<file path="src/rtl/cnt_pkg.sv">
// constants and types for the channel tuner (crossbar, oscillator, mixer)
// assumes one sample clock per channel; register writes arrive as strobes
package cnt_pkg;
  localparam int unsigned CNT_FREQ_W = 32;
  localparam int unsigned CNT_PHASE_W = 20;
  localparam int unsigned CNT_OFFSET_W = 16;
  localparam int unsigned CNT_LUT_ADDR_W = 18;
  localparam int unsigned CNT_AMP_W = 17;
  localparam int unsigned CNT_HOLD_W = 16;
  localparam int unsigned CNT_MAG_W = 16;
  localparam int unsigned CNT_EXP_W = 3;
  localparam int unsigned CNT_PDITH_W = 4;
  localparam int unsigned CNT_ADITH_W = 2;
  localparam logic [31:0] CNT_FREQ_RST = 32'h0000_0000;
  localparam logic [15:0] CNT_HOLD_RST = 16'h0001;
  localparam logic [15:0] CNT_OFFSET_RST = 16'h0000;
  localparam logic [22:0] CNT_LFSR_SEED = 23'h000001;
  localparam logic [2:0] CNT_SEL_A = 3'h0;
  localparam logic [2:0] CNT_SEL_B = 3'h1;
  localparam logic [2:0] CNT_SEL_C = 3'h2;
  localparam logic [2:0] CNT_SEL_D = 3'h3;
  localparam logic [2:0] CNT_SEL_PN_REAL = 3'h4;
  localparam logic [2:0] CNT_SEL_AB = 3'h0;
  localparam logic [2:0] CNT_SEL_CD = 3'h1;
  localparam logic [2:0] CNT_SEL_PN_CPLX = 3'h2;

  // hold-off sequencer: idle -> counting -> idle (gray along the path)
  typedef enum logic [1:0] {
    CNT_ST_IDLE = 2'b00,
    CNT_ST_COUNT = 2'b01
  } cnt_hold_st_t;
endpackage : cnt_pkg

</file>
<file path="src/rtl/cnt_sincos.sv">
// quadrature oscillator output stage: phase word to cosine and sine
// assumes the caller supplies an 18-bit phase; the result is registered here on ce
`timescale 1ns/1ps
`default_nettype none
module cnt_sincos
  import cnt_pkg::*;
(
  input wire logic clk,
  input wire logic rst_n,
  input wire logic ce,
  input wire logic [17:0] phase,
  output logic signed [16:0] cos_out,
  output logic signed [16:0] sin_out
);
  // half-wave parabola approximation; spur level is traded for area,
  // a full table would need 2^18 words per channel
  function automatic logic signed [16:0] half_wave(input logic [16:0] p);
    logic [33:0] sq;
    logic [16:0] x;
    sq = 34'h0;
    x = p;
    sq = 34'(x) * 34'(18'h20000 - 18'(x));
    return 17'(sq[32:17]);
  endfunction : half_wave

  // cosine is the sine a quarter turn ahead; the peak is exactly 2^15
  wire logic [17:0] cos_ph = phase + 18'h10000;
  wire logic cos_neg = cos_ph[17];
  wire logic signed [16:0] sin_mag = half_wave(phase[16:0]);
  wire logic signed [16:0] cos_mag = half_wave(cos_ph[16:0]);
  wire logic signed [16:0] sin_v = phase[17] ? -sin_mag : sin_mag;
  wire logic signed [16:0] cos_v = cos_neg ? -cos_mag : cos_mag;

  always_ff @(posedge clk or negedge rst_n)
    if (!rst_n)
    begin
      cos_out <= 17'h0;
      sin_out <= 17'h0;
    end
    else if (ce)
    begin
      cos_out <= cos_v;
      sin_out <= sin_v;
    end
endmodule : cnt_sincos
`default_nettype wire

</file>
<file path="src/rtl/cnt_tuner.sv">
// channel tuner: input crossbar, phase accumulator oscillator and mixer
// assumes all ports are synchronous to clk, the selected port's sample clock
// Functional notes
// - tuning word is signed: 0x80000000 is -fs/2, 0x7fffffff just under +fs/2
// - real mode selects 000..011 route port a, b, c or d
// - pseudorandom source on 100 real or 010 complex
// - complex 000: a is in-phase, b quadrature, a's exponent used
// - complex 001: c is in-phase, d quadrature, c's exponent used
// - mixer uses two products for real, four for complex input
// - bypass skips oscillator and mixer, passing i and q straight through
// - clear bit zeroes the accumulator at each hop, offset still applied
// - clear bit low keeps accumulator phase across a hop
// - phase dither adds random bits into accumulator low bits
// - amplitude dither adds random bits to cosine and subtracts them from sine low bits
// - host frequency writes land in a shadow register
// - sync loads 16-bit hold-off counter, decremented per sample clock
// - counter reaching zero copies shadow into active frequency
// - hold-off of one updates at the sync itself
// - 16-bit unsigned phase offset added to accumulator phase
// - 20-bit phase plus offset, 18 bits to sine/cosine, 17-bit amplitude
// - each channel has a 3-bit source select and complex flag
`timescale 1ns/1ps
`default_nettype none
module cnt_tuner
  import cnt_pkg::*;
(
  input wire logic clk,
  input wire logic rst_n,
  input wire logic ce,
  input wire logic [15:0] port_a_mag,
  input wire logic [2:0] port_a_exp,
  input wire logic [15:0] port_b_mag,
  input wire logic [2:0] port_b_exp,
  input wire logic [15:0] port_c_mag,
  input wire logic [2:0] port_c_exp,
  input wire logic [15:0] port_d_mag,
  input wire logic [2:0] port_d_exp,
  input wire logic [2:0] src_sel,
  input wire logic cplx_in,
  input wire logic osc_bypass,
  input wire logic clr_acc_on_hop,
  input wire logic phase_dither_en,
  input wire logic amp_dither_en,
  input wire logic freq_wr,
  input wire logic [31:0] freq_wdata,
  input wire logic hold_wr,
  input wire logic [15:0] hold_wdata,
  input wire logic offset_wr,
  input wire logic [15:0] offset_wdata,
  input wire logic start_sync,
  input wire logic hop_sync,
  output logic signed [17:0] out_i,
  output logic signed [17:0] out_q,
  output logic [2:0] out_exp,
  output logic out_src_valid,
  output logic [31:0] carrier_tuning_word,
  output logic [31:0] freq_shadow,
  output logic [15:0] hold_count,
  output logic hold_busy
);
  logic [31:0] shadow_ff;
  logic [31:0] active_ff;
  logic [15:0] hold_ff;
  logic [15:0] offset_ff;
  logic [15:0] cnt_ff;
  cnt_hold_st_t st_ff;
  logic [31:0] acc_ff;
  logic [22:0] lfsr_ff;
  logic [15:0] pn_i_ff;
  logic [15:0] pn_q_ff;
  logic signed [16:0] cos_w;
  logic signed [16:0] sin_w;

  function automatic logic [15:0] eff_hold(input logic [15:0] v);
    return (v == 16'h0) ? 16'h1 : v;
  endfunction : eff_hold

  // truncated, saturation-free scaling of a 16x17 product back to 18 bits
  function automatic logic signed [17:0] mul_s(input logic signed [15:0] a, input logic signed [16:0] b);
    logic signed [32:0] p;
    p = 33'sh0;
    p = 33'(a) * 33'(b);
    return 18'(p[32:15]);
  endfunction : mul_s

  // ---------------- input crossbar ----------------
  wire logic sel_pn = (!cplx_in && src_sel == CNT_SEL_PN_REAL) ||
                      (cplx_in && src_sel == CNT_SEL_PN_CPLX);
  wire logic sel_ab = cplx_in && src_sel == CNT_SEL_AB;
  wire logic sel_cd = cplx_in && src_sel == CNT_SEL_CD;
  wire logic is_cplx = sel_ab || sel_cd || (cplx_in && sel_pn);
  // unused select codes give zero data and drop out_src_valid
  wire logic sel_ok = sel_pn || sel_ab || sel_cd || (!cplx_in && src_sel <= CNT_SEL_D);
  logic [15:0] x_i;
  logic [15:0] x_q;
  logic [2:0] x_exp;
  always_comb
  begin
    x_i = 16'h0;
    x_q = 16'h0;
    x_exp = 3'h0;
    if (sel_pn)
    begin
      x_i = pn_i_ff;
      x_q = cplx_in ? pn_q_ff : 16'h0;
      x_exp = lfsr_ff[2:0];
    end
    else if (sel_ab)
    begin
      x_i = port_a_mag;
      x_q = port_b_mag;
      x_exp = port_a_exp;
    end
    else if (sel_cd)
    begin
      x_i = port_c_mag;
      x_q = port_d_mag;
      x_exp = port_c_exp;
    end
    else if (!cplx_in)
    begin
      case (src_sel)
        CNT_SEL_A:
        begin
          x_i = port_a_mag;
          x_exp = port_a_exp;
        end
        CNT_SEL_B:
        begin
          x_i = port_b_mag;
          x_exp = port_b_exp;
        end
        CNT_SEL_C:
        begin
          x_i = port_c_mag;
          x_exp = port_c_exp;
        end
        CNT_SEL_D:
        begin
          x_i = port_d_mag;
          x_exp = port_d_exp;
        end
        default:
        begin
          x_i = 16'h0;
          x_exp = 3'h0;
        end
      endcase
    end
  end

  // ---------------- frequency shadow and hold-off ----------------
  wire logic sync = start_sync || hop_sync;
  wire logic [15:0] load_val = eff_hold(hold_ff);
  wire logic hop_now = (sync && load_val == 16'h1) ||
                       (st_ff == CNT_ST_COUNT && !sync && cnt_ff == 16'h1);
  // a sync that arrives while counting reloads the counter, so only the
  // latest sync's hold-off is honoured
  wire logic [15:0] nxt_cnt = sync ? load_val - 16'h1 :
                              (st_ff == CNT_ST_COUNT ? cnt_ff - 16'h1 : cnt_ff);
  cnt_hold_st_t nxt_st;
  always_comb
  begin
    case (st_ff)
      CNT_ST_IDLE: nxt_st = (sync && !hop_now) ? CNT_ST_COUNT : CNT_ST_IDLE;
      CNT_ST_COUNT: nxt_st = (hop_now && !sync) ? CNT_ST_IDLE : CNT_ST_COUNT;
      default: nxt_st = CNT_ST_IDLE;
    endcase
    if (sync && hop_now)
      nxt_st = CNT_ST_IDLE;
  end

  always_ff @(posedge clk or negedge rst_n)
    if (!rst_n)
    begin
      shadow_ff <= CNT_FREQ_RST;
      hold_ff <= CNT_HOLD_RST;
      offset_ff <= CNT_OFFSET_RST;
    end
    else if (ce)
    begin
      if (freq_wr)
        shadow_ff <= freq_wdata;
      if (hold_wr)
        hold_ff <= hold_wdata;
      if (offset_wr)
        offset_ff <= offset_wdata;
    end

  always_ff @(posedge clk or negedge rst_n)
    if (!rst_n)
    begin
      st_ff <= CNT_ST_IDLE;
      cnt_ff <= 16'h0;
      active_ff <= CNT_FREQ_RST;
    end
    else if (ce)
    begin
      st_ff <= nxt_st;
      cnt_ff <= nxt_cnt;
      if (hop_now)
        active_ff <= shadow_ff;
    end

  // ---------------- phase accumulator and dither ----------------
  wire logic [31:0] pdither = phase_dither_en ? {28'h0, lfsr_ff[CNT_PDITH_W-1:0]} : 32'h0;
  wire logic [31:0] acc_base = (hop_now && clr_acc_on_hop) ? 32'h0 : acc_ff;
  // signed word added modulo 2^32 covers both tuning directions
  wire logic [31:0] nxt_acc = acc_base + active_ff + pdither;
  wire logic [19:0] phase20 = acc_ff[31:12];
  wire logic [19:0] phase_off = phase20 + {offset_ff, 4'h0};
  wire logic [17:0] lut_phase = phase_off[19:2];

  // one shared sequence feeds both dithers and the test source; the
  // correlation between them is accepted to save a second generator
  wire logic [22:0] nxt_lfsr = {lfsr_ff[21:0], lfsr_ff[22] ^ lfsr_ff[17]};

  always_ff @(posedge clk or negedge rst_n)
    if (!rst_n)
      acc_ff <= 32'h0;
    else if (ce)
      acc_ff <= nxt_acc;

  always_ff @(posedge clk or negedge rst_n)
    if (!rst_n)
    begin
      lfsr_ff <= CNT_LFSR_SEED;
      pn_i_ff <= 16'h0;
      pn_q_ff <= 16'h0;
    end
    else if (ce)
    begin
      lfsr_ff <= nxt_lfsr;
      pn_i_ff <= lfsr_ff[15:0];
      pn_q_ff <= lfsr_ff[22:7];
    end

  cnt_sincos u_sincos (
    .clk(clk),
    .rst_n(rst_n),
    .ce(ce),
    .phase(lut_phase),
    .cos_out(cos_w),
    .sin_out(sin_w)
  );

  wire logic signed [16:0] adith = amp_dither_en ? 17'(signed'({1'b0, lfsr_ff[20:19]})) : 17'sh0;
  wire logic signed [16:0] cos_d = cos_w + adith;
  wire logic signed [16:0] sin_d = sin_w - adith;

  // ---------------- mixer ----------------
  // x * exp(-jw): i = xi*cos + xq*sin, q = xq*cos - xi*sin
  wire logic signed [17:0] p_ic = mul_s(x_i, cos_d);
  wire logic signed [17:0] p_is = mul_s(x_i, sin_d);
  wire logic signed [17:0] p_qc = is_cplx ? mul_s(x_q, cos_d) : 18'sh0;
  wire logic signed [17:0] p_qs = is_cplx ? mul_s(x_q, sin_d) : 18'sh0;
  wire logic signed [17:0] mix_i = p_ic + p_qs;
  wire logic signed [17:0] mix_q = p_qc - p_is;
  // bypass keeps full input resolution, sign-extended into the 18-bit path
  wire logic signed [17:0] nxt_i = osc_bypass ? {{2{x_i[15]}}, x_i} : mix_i;
  wire logic signed [17:0] nxt_q = osc_bypass ? {{2{x_q[15]}}, x_q} : mix_q;

  wire logic [31:0] nxt_ctw = hop_now ? shadow_ff : active_ff;
  wire logic [31:0] nxt_shadow_out = freq_wr ? freq_wdata : shadow_ff;
  wire logic nxt_busy = (nxt_st == CNT_ST_COUNT);

  always_ff @(posedge clk or negedge rst_n)
    if (!rst_n)
    begin
      out_i <= 18'h0;
      out_q <= 18'h0;
      out_exp <= 3'h0;
      out_src_valid <= 1'b0;
    end
    else if (ce)
    begin
      out_i <= nxt_i;
      out_q <= nxt_q;
      out_exp <= x_exp;
      out_src_valid <= sel_ok;
    end

  // status copies follow the registers' next values so they never lag them
  always_ff @(posedge clk or negedge rst_n)
    if (!rst_n)
    begin
      carrier_tuning_word <= CNT_FREQ_RST;
      freq_shadow <= CNT_FREQ_RST;
      hold_count <= 16'h0;
      hold_busy <= 1'b0;
    end
    else if (ce)
    begin
      carrier_tuning_word <= nxt_ctw;
      freq_shadow <= nxt_shadow_out;
      hold_count <= nxt_cnt;
      hold_busy <= nxt_busy;
    end
endmodule : cnt_tuner
`default_nettype wire

</file>
<file path="config.mk">
export PLATFORM = sky130hd
export DESIGN_NAME = cnt_tuner
export DESIGN_NICKNAME = d
export VERILOG_FILES = /design/src/rtl/cnt_pkg.sv /design/src/rtl/cnt_sincos.sv /design/src/rtl/cnt_tuner.sv
export SDC_FILE = /design/constraint.sdc
export NUM_CORES = 2
export LEC_CHECK = 0
export BUFFER_PORTS_ARGS = -buffer_cell sky130_fd_sc_hd__buf_2
export CAP_MARGIN = 10
export CORE_ASPECT_RATIO = 0.8
export CORE_UTILIZATION = 30
export CTS_CLUSTER_DIAMETER = 60
export DETAILED_ROUTE_END_ITERATION = 8
export SYNTH_ARGS = -nofsm -noshare
export SYNTH_HDL_FRONTEND = slang
export SYNTH_SLANG_ARGS = --single-unit
</file>
<file path="constraint.sdc">
create_clock -name clk -period 13.5 [get_ports clk]
set_clock_uncertainty 0.2 [all_clocks]
set_input_delay 0.675 -clock clk [delete_from_list [all_inputs] [get_ports clk]]
set_output_delay 0.675 -clock clk [all_outputs]
set_load 0.01 [all_outputs]
</file>
## Word level (Yosys, flattened, before mapping)

Index checks and enable logic that the tools add are counted.

- Bitwise gates (word level): 1
- Magnitude comparators: 1
- Add/subtract/negate cells: 14
- Mux-type cells: 32
- Multiply operators: 6
- Reductions and logical operators: 33
- Eq/ne operators: 8

Operators by type and width:

| cell | number |
|---|---|
| $mux W16 | 11 |
| $mul A16 B17 Y33 | 4 |
| $mux W32 | 3 |
| $mux W18 | 4 |
| $mul A17 B34 Y33 | 2 |
| $pmux W16 S4 | 1 |
| $sub A18 B17 Y19 const A | 2 |
| $mux W17 | 2 |
| $neg A16 Y17 | 2 |
| $add A32 B32 Y32 | 1 |
| $add A32 B4 Y32 | 1 |
| $eq A16 B1 Y1 const B | 2 |
| $sub A16 B1 Y16 const B | 2 |
| $add A20 B20 Y20 | 1 |
| $add A18 B17 Y18 const B | 1 |
| $add A18 B18 Y18 | 1 |
| $sub A18 B18 Y18 | 1 |
| $add A17 B3 Y17 | 1 |
| $sub A17 B3 Y17 | 1 |
| $logic_not A16 Y1 | 1 |
| $logic_and A1 B1 Y1 | 13 |
| $mux W3 | 4 |
| $pmux W3 S4 | 1 |
| $reduce_and A2 Y1 | 5 |
| 15 further kinds | 28 |

- Output and inout bits: 121
- Word-level logic and storage cells: 112
- Register bits after elaboration: 276
- Input bits: 156

## Logic depth before layout (Yosys ltp)

- Word-level depth: 11
- Gate-level depth with buffers: 48
- Mapped depth without buffers: 46

## Modules after synthesis

A second synthesis with hierarchy kept.

- Cells, all modules: 7764
- Area total of the unflattened synthesis: 70018.4 µm²

Modules (own cells, without submodules):

| module | cells each | area an instance (µm²) | times used | sequential area each (µm²) |
|---|---|---|---|---|
| cnt_tuner | 5926 | 53406.2 | 1 | 5232.5 |
| cnt_sincos | 1838 | 16612.2 | 1 | 850.8 |

## Least setup slack after synthesis

Ideal clock, no wire load.

- Path kind: in2reg
- From: in amp_dither_en
- To: reg out_i[17]
- Buffers on the path: 1
- Required time: 13222 ps
- Setup slack: 2673 ps
- Setup time: 78 ps
- Arrival: 10550 ps
- Stages on the path: 44
- Cell sequence: and2_1 -> ha_1 -> inv_1 -> fa_1 -> nor2_1 -> nand3_1 -> nor2b_1 -> xor2_1 -> clkbuf_1 -> nand2_1 -> fa_1 -> fa_1 -> fa_1 -> inv_1 -> fa_1 -> fa_1 -> inv_1 -> fa_1 -> [8 not listed] -> and2_1 -> o21a_1 -> o21a_1 -> nor2_1 -> xnor2_1 -> ha_1 -> inv_1 -> o221ai_1 -> o41ai_1 -> o2111ai_1 -> and2_1 -> a211oi_1 -> nor3b_1 -> a211o_1 -> nor3_1 -> xnor2_1 -> nor2_1 -> o2bb2ai_1

- Word-level cells in the longest chain between the ends: 6
- Elaborated cells between the ends (all ways): 8
- Classes of those cells: add/sub (3); mul (2); mux (3)

Ends and longest elaborated chain:

| element | RTL line | RTL |
|---|---|---|
| start: declaration | cnt_tuner.sv:43 | `input wire logic amp_dither_en,` |
| $mux W2 (*) | cnt_tuner.sv:247 | `wire logic signed [16:0] adith = amp_dither_en ? 17'(signed'({1'b0, lfsr_ff[20:19]})) : 17'sh0;` |
| $sub A17 B3 Y17 | cnt_tuner.sv:249 | `wire logic signed [16:0] sin_d = sin_w - adith;` |
| $mul A16 B17 Y33 | cnt_tuner.sv:82 | `p = 33'(a) * 33'(b);` |
| $mux W18 | cnt_tuner.sv:256 | `wire logic signed [17:0] p_qs = is_cplx ? mul_s(x_q, sin_d) : 18'sh0;` |
| $add A18 B18 Y18 (*) | cnt_tuner.sv:257 | `wire logic signed [17:0] mix_i = p_ic + p_qs;` |
| $mux W18 (*) | cnt_tuner.sv:260 | `wire logic signed [17:0] nxt_i = osc_bypass ? {{2{x_i[15]}}, x_i} : mix_i;` |
| end signal: assignment | cnt_tuner.sv:277 | `out_i <= nxt_i;` |
| end: declaration | cnt_tuner.sv:52 | `output logic signed [17:0] out_i,` |

Every way passes the cells marked *; elsewhere a longest branch is shown, timed or not.
A chain may end at the register's enable or synchronous reset.

## Final worst setup path

- From: reg lfsr_ff[19]
- To: reg out_i[17]

- Word-level cells in the longest chain between the ends: 6
- Elaborated cells between the ends (all ways): 8
- Classes of those cells: add/sub (3); mul (2); mux (3)

Ends and longest elaborated chain:

| element | RTL line | RTL |
|---|---|---|
| start: declaration | cnt_tuner.sv:68 | `logic [22:0] lfsr_ff;` |
| start signal: assignment | cnt_tuner.sv:233 | `lfsr_ff <= nxt_lfsr;` |
| $mux W2 (*) | cnt_tuner.sv:247 |  |
| $sub A17 B3 Y17 | cnt_tuner.sv:249 |  |
| $mul A16 B17 Y33 | cnt_tuner.sv:82 |  |
| $mux W18 | cnt_tuner.sv:256 |  |
| $add A18 B18 Y18 (*) | cnt_tuner.sv:257 |  |
| $mux W18 (*) | cnt_tuner.sv:260 |  |

Marks and branches as above.

==> flow_summary.yaml <==
cts:
  post-cts-setup-buffer-count: 0
  numCtsBuffers: 35
  cts_tree: "done"
  cts.reportedPaths.clkPinSlew_ns: 0.06
  cts_buffer_depth: 3
  cts_resized: 0
  cts-hold-fix-buffers: 1
  cts.sinks: 243
  cts_max_level: 2
  clock_latency_ns: 0.60
  cts_root_buf: "clkbuf_16"
sta:
  timing.setup.tns_ns: 0
  timing_hold_violations_final: 0
  fmax_ghz: 0.08164
  setup_violations: 0
  slew_headroom: 0.1357
  holdWs_ns: 0.1149
  tightest_slew_ns: 1.295
  drv_slew: 0
  grt_setup_unrepaired: "no"
  fin_crit_sh: 0.9073
  post-route-min-period_ns: 12.25
hold_path:
  hold_path_class: "primary input to register"
yosys:
  synth_area_um2: 69190
  yosys.area_share.adder: 0.5288
  ys.flop_type: "dfrtp_1"
  yosysMostFrequentCell: "inv_1"
  synth_top_family_by_area: "adder cells"
  avgSynthCellArea_um2: 9.008
  synth_edf_count: 0
  synthArstFlopShare: 1.000
  synth_compound_area_frac: 0.06488
  muxShareOfSynthArea: 0.02779
  synth_cells: 7681
  yosysUniqueCellTypes: 92
  synth_xor_area_frac: 0.03986
  ys_seq_elements: 243
  synth_commonest_cells: "inv_1, fa_1, nor2_1"
  synth_area_leader_cell: "fa_1"
  yosys_warnings: 0
  seq_area_frac_synth: 0.08792
  yosys.area_share.simple: 0.1405
  synth.area.top_cells: "fa_1, ha_1, inv_1"
  synth_top_area_frac: 0.4201
job:
  cap_violations: 0
critical_path:
  max_stage_delay_ns: 0.76
  critPathMaxFanout: 13
  r2r_start: "lfsr_ff[19]"
  required_ns: 13.83
  cp-end-kind: "register"
  cp_slowest_cell: "fa_1"
  cp.arrival_ns: 12.57
  worst_path_most_repeated_cell: "fa_1"
  regToRegSetupSlack_ns: 1.25
  endpoint: "out_i[17]"
  rr_endpoint: "out_i[17]"
  cp-startpoint: "lfsr_ff[19]"
  rr_worst_depth: 40
  crit_type: "register to register"
  startpoint_type: "register"
die:
  rows: 157
  die-area_um2: 232600
  fp.dieW_um: 538.9
  die_h_um: 431.5
  start_util: 0.3021
  fp.coreArea_um2: 229000
  io_pins: 277
cells_and_area:
  instances_no_fill: 10930
  final_util: 0.3322
  syn2layout_area_growth_pct: 9.990
  drive_gt1_frac: 0.09546
  nets: 10090
status:
  status: "finished, final reports clean"
global_route:
  antenna_found_initial: 10
  grt_max_degree: 82
  globalRouteTotalUtil: 0.1878
  grt_pass1_vias: 57630
  grt_pass1_wl_um: 337900
  grt_overflow: 0
placement:
  port_buffers: 276
  dpl.hpwl_um: 172500
  gp_congestion: 0.9353
  placedCellCount: 10870
route:
  drtIter0Drc: 4173
  vias_per_cell: 4.881
  drc: 0
  vias: 53370
  wl_per_cell_um: 19.53
  dr.pass1.iters: 5
  wirelength_um: 213600
  final_antenna_net_count: 0
-- final cells by class --
cell class                      count  area (µm²)
Clock inverter                     24       324.1
Multi-Input combinational cell   5439       55900
Tap cell                         3021        3780
Antenna cell                        4       10.01
Fill cell                       23640      152900
Clock buffer                       39       890.9
Inverter                         1721        6460
Timing Repair Buffer              443        2656
Sequential cell                   243        6083
-- cells by family (layout without fill, tap and decap cells) --
| kind of cell | Yosys count | count (layout) |
|---|---|---|
| AO/OA/AOI/OAI | 703 | 703 |
| XOR/XNOR | 310 | 310 |
| adder cells (fa/ha/maj) | 2053 | 2053 |
| buffers and inverters | 2027 | 2227 |
| flip-flops | 243 | 243 |
| multiplexers | 172 | 172 |
| other | 2 | 34 |
| AND/OR/NAND/NOR | 2171 | 2171 |
-- worst min path at each step --
stage                           end  cells after the start  slack (ns)           start
finish              freq_shadow[17]                      2        0.11  freq_wdata[17]
detailed placement        acc_ff[5]                      2        0.27       acc_ff[5]
CTS                 freq_shadow[16]                      2        0.07  freq_wdata[16]
floorplan                 acc_ff[0]                      0        0.18           rst_n
global route        freq_shadow[27]                      2        0.09  freq_wdata[27]
global placement          acc_ff[5]                      2        0.26       acc_ff[5]
-- metal layers --
metal | part of all wire | vias to the layer above | global-route usage
li1 | - | 23650 | -
met1 | 0.43 | 27170 | 0.2562
met2 | 0.44 | 2198 | 0.2957
met3 | 0.099 | 343 | 0.04345
met4 | 0.032 | 2 | 0.05384
met5 | 0.00075 | - | 0.004741
-- per-stage QoR --
step / cell area, µm² / setup WS [ns]
floorplan: 69290 / 2.673
global placement: 74870 / 1.057
detailed placement: 74870 / 0.9898
CTS: 76090 / 1.273
global route: 76090 / 0.4989
finish: 76100 / 1.252
-- critical path: cells and delay by family, from the launching register on --
kind	cells	cell delay, ns
buf+inv	4	0.30
xor+xnor	3	0.89
simple gates	12	2.79
fa+ha+maj	10	4.65
flops	1	0.41
compound gates	11	2.91
-- placed cells by master, fill, tap and decap left out, types with 31 or more instances in the layout --
master     netlist  routed
mux2_2         155     155
buf_4            2     166
buf_2            3     274
fa_1          1452    1452
a21oi_1        249     247
clkbuf_16        0      35
nor2b_1         75      75
nand2_1        726     726
a21o_1          70      70
o21a_1          34      34
or2_2           40      40
a22oi_1         31      31
and2_1          71      71
nand3_1         58      58
dfrtp_1        241     241
or3_1           31      31
xor2_1         110     108
xnor2_1        196     181
o21ai_0         97      94
nor3_1          54      53
nor2_1         807     806
ha_1           601     601
inv_1         1719    1719
nand2b_1       196     196
-- flip-flops by register name, indices dropped and copies added, names as in the netlist, 17 cells and up --
| register | count |
|---|---|
| acc_ff | 32 |
| carrier_tuning_word | 32 |
| freq_shadow | 32 |
| lfsr_ff | 22 |
| out_i | 18 |
| out_q | 18 |
| u_sincos.cos_out | 17 |
| u_sincos.sin_out | 17 |
Power is left out: the tool's default activity adds up to more than one toggle a clock period on the data nets, which glitch-free logic cannot reach.
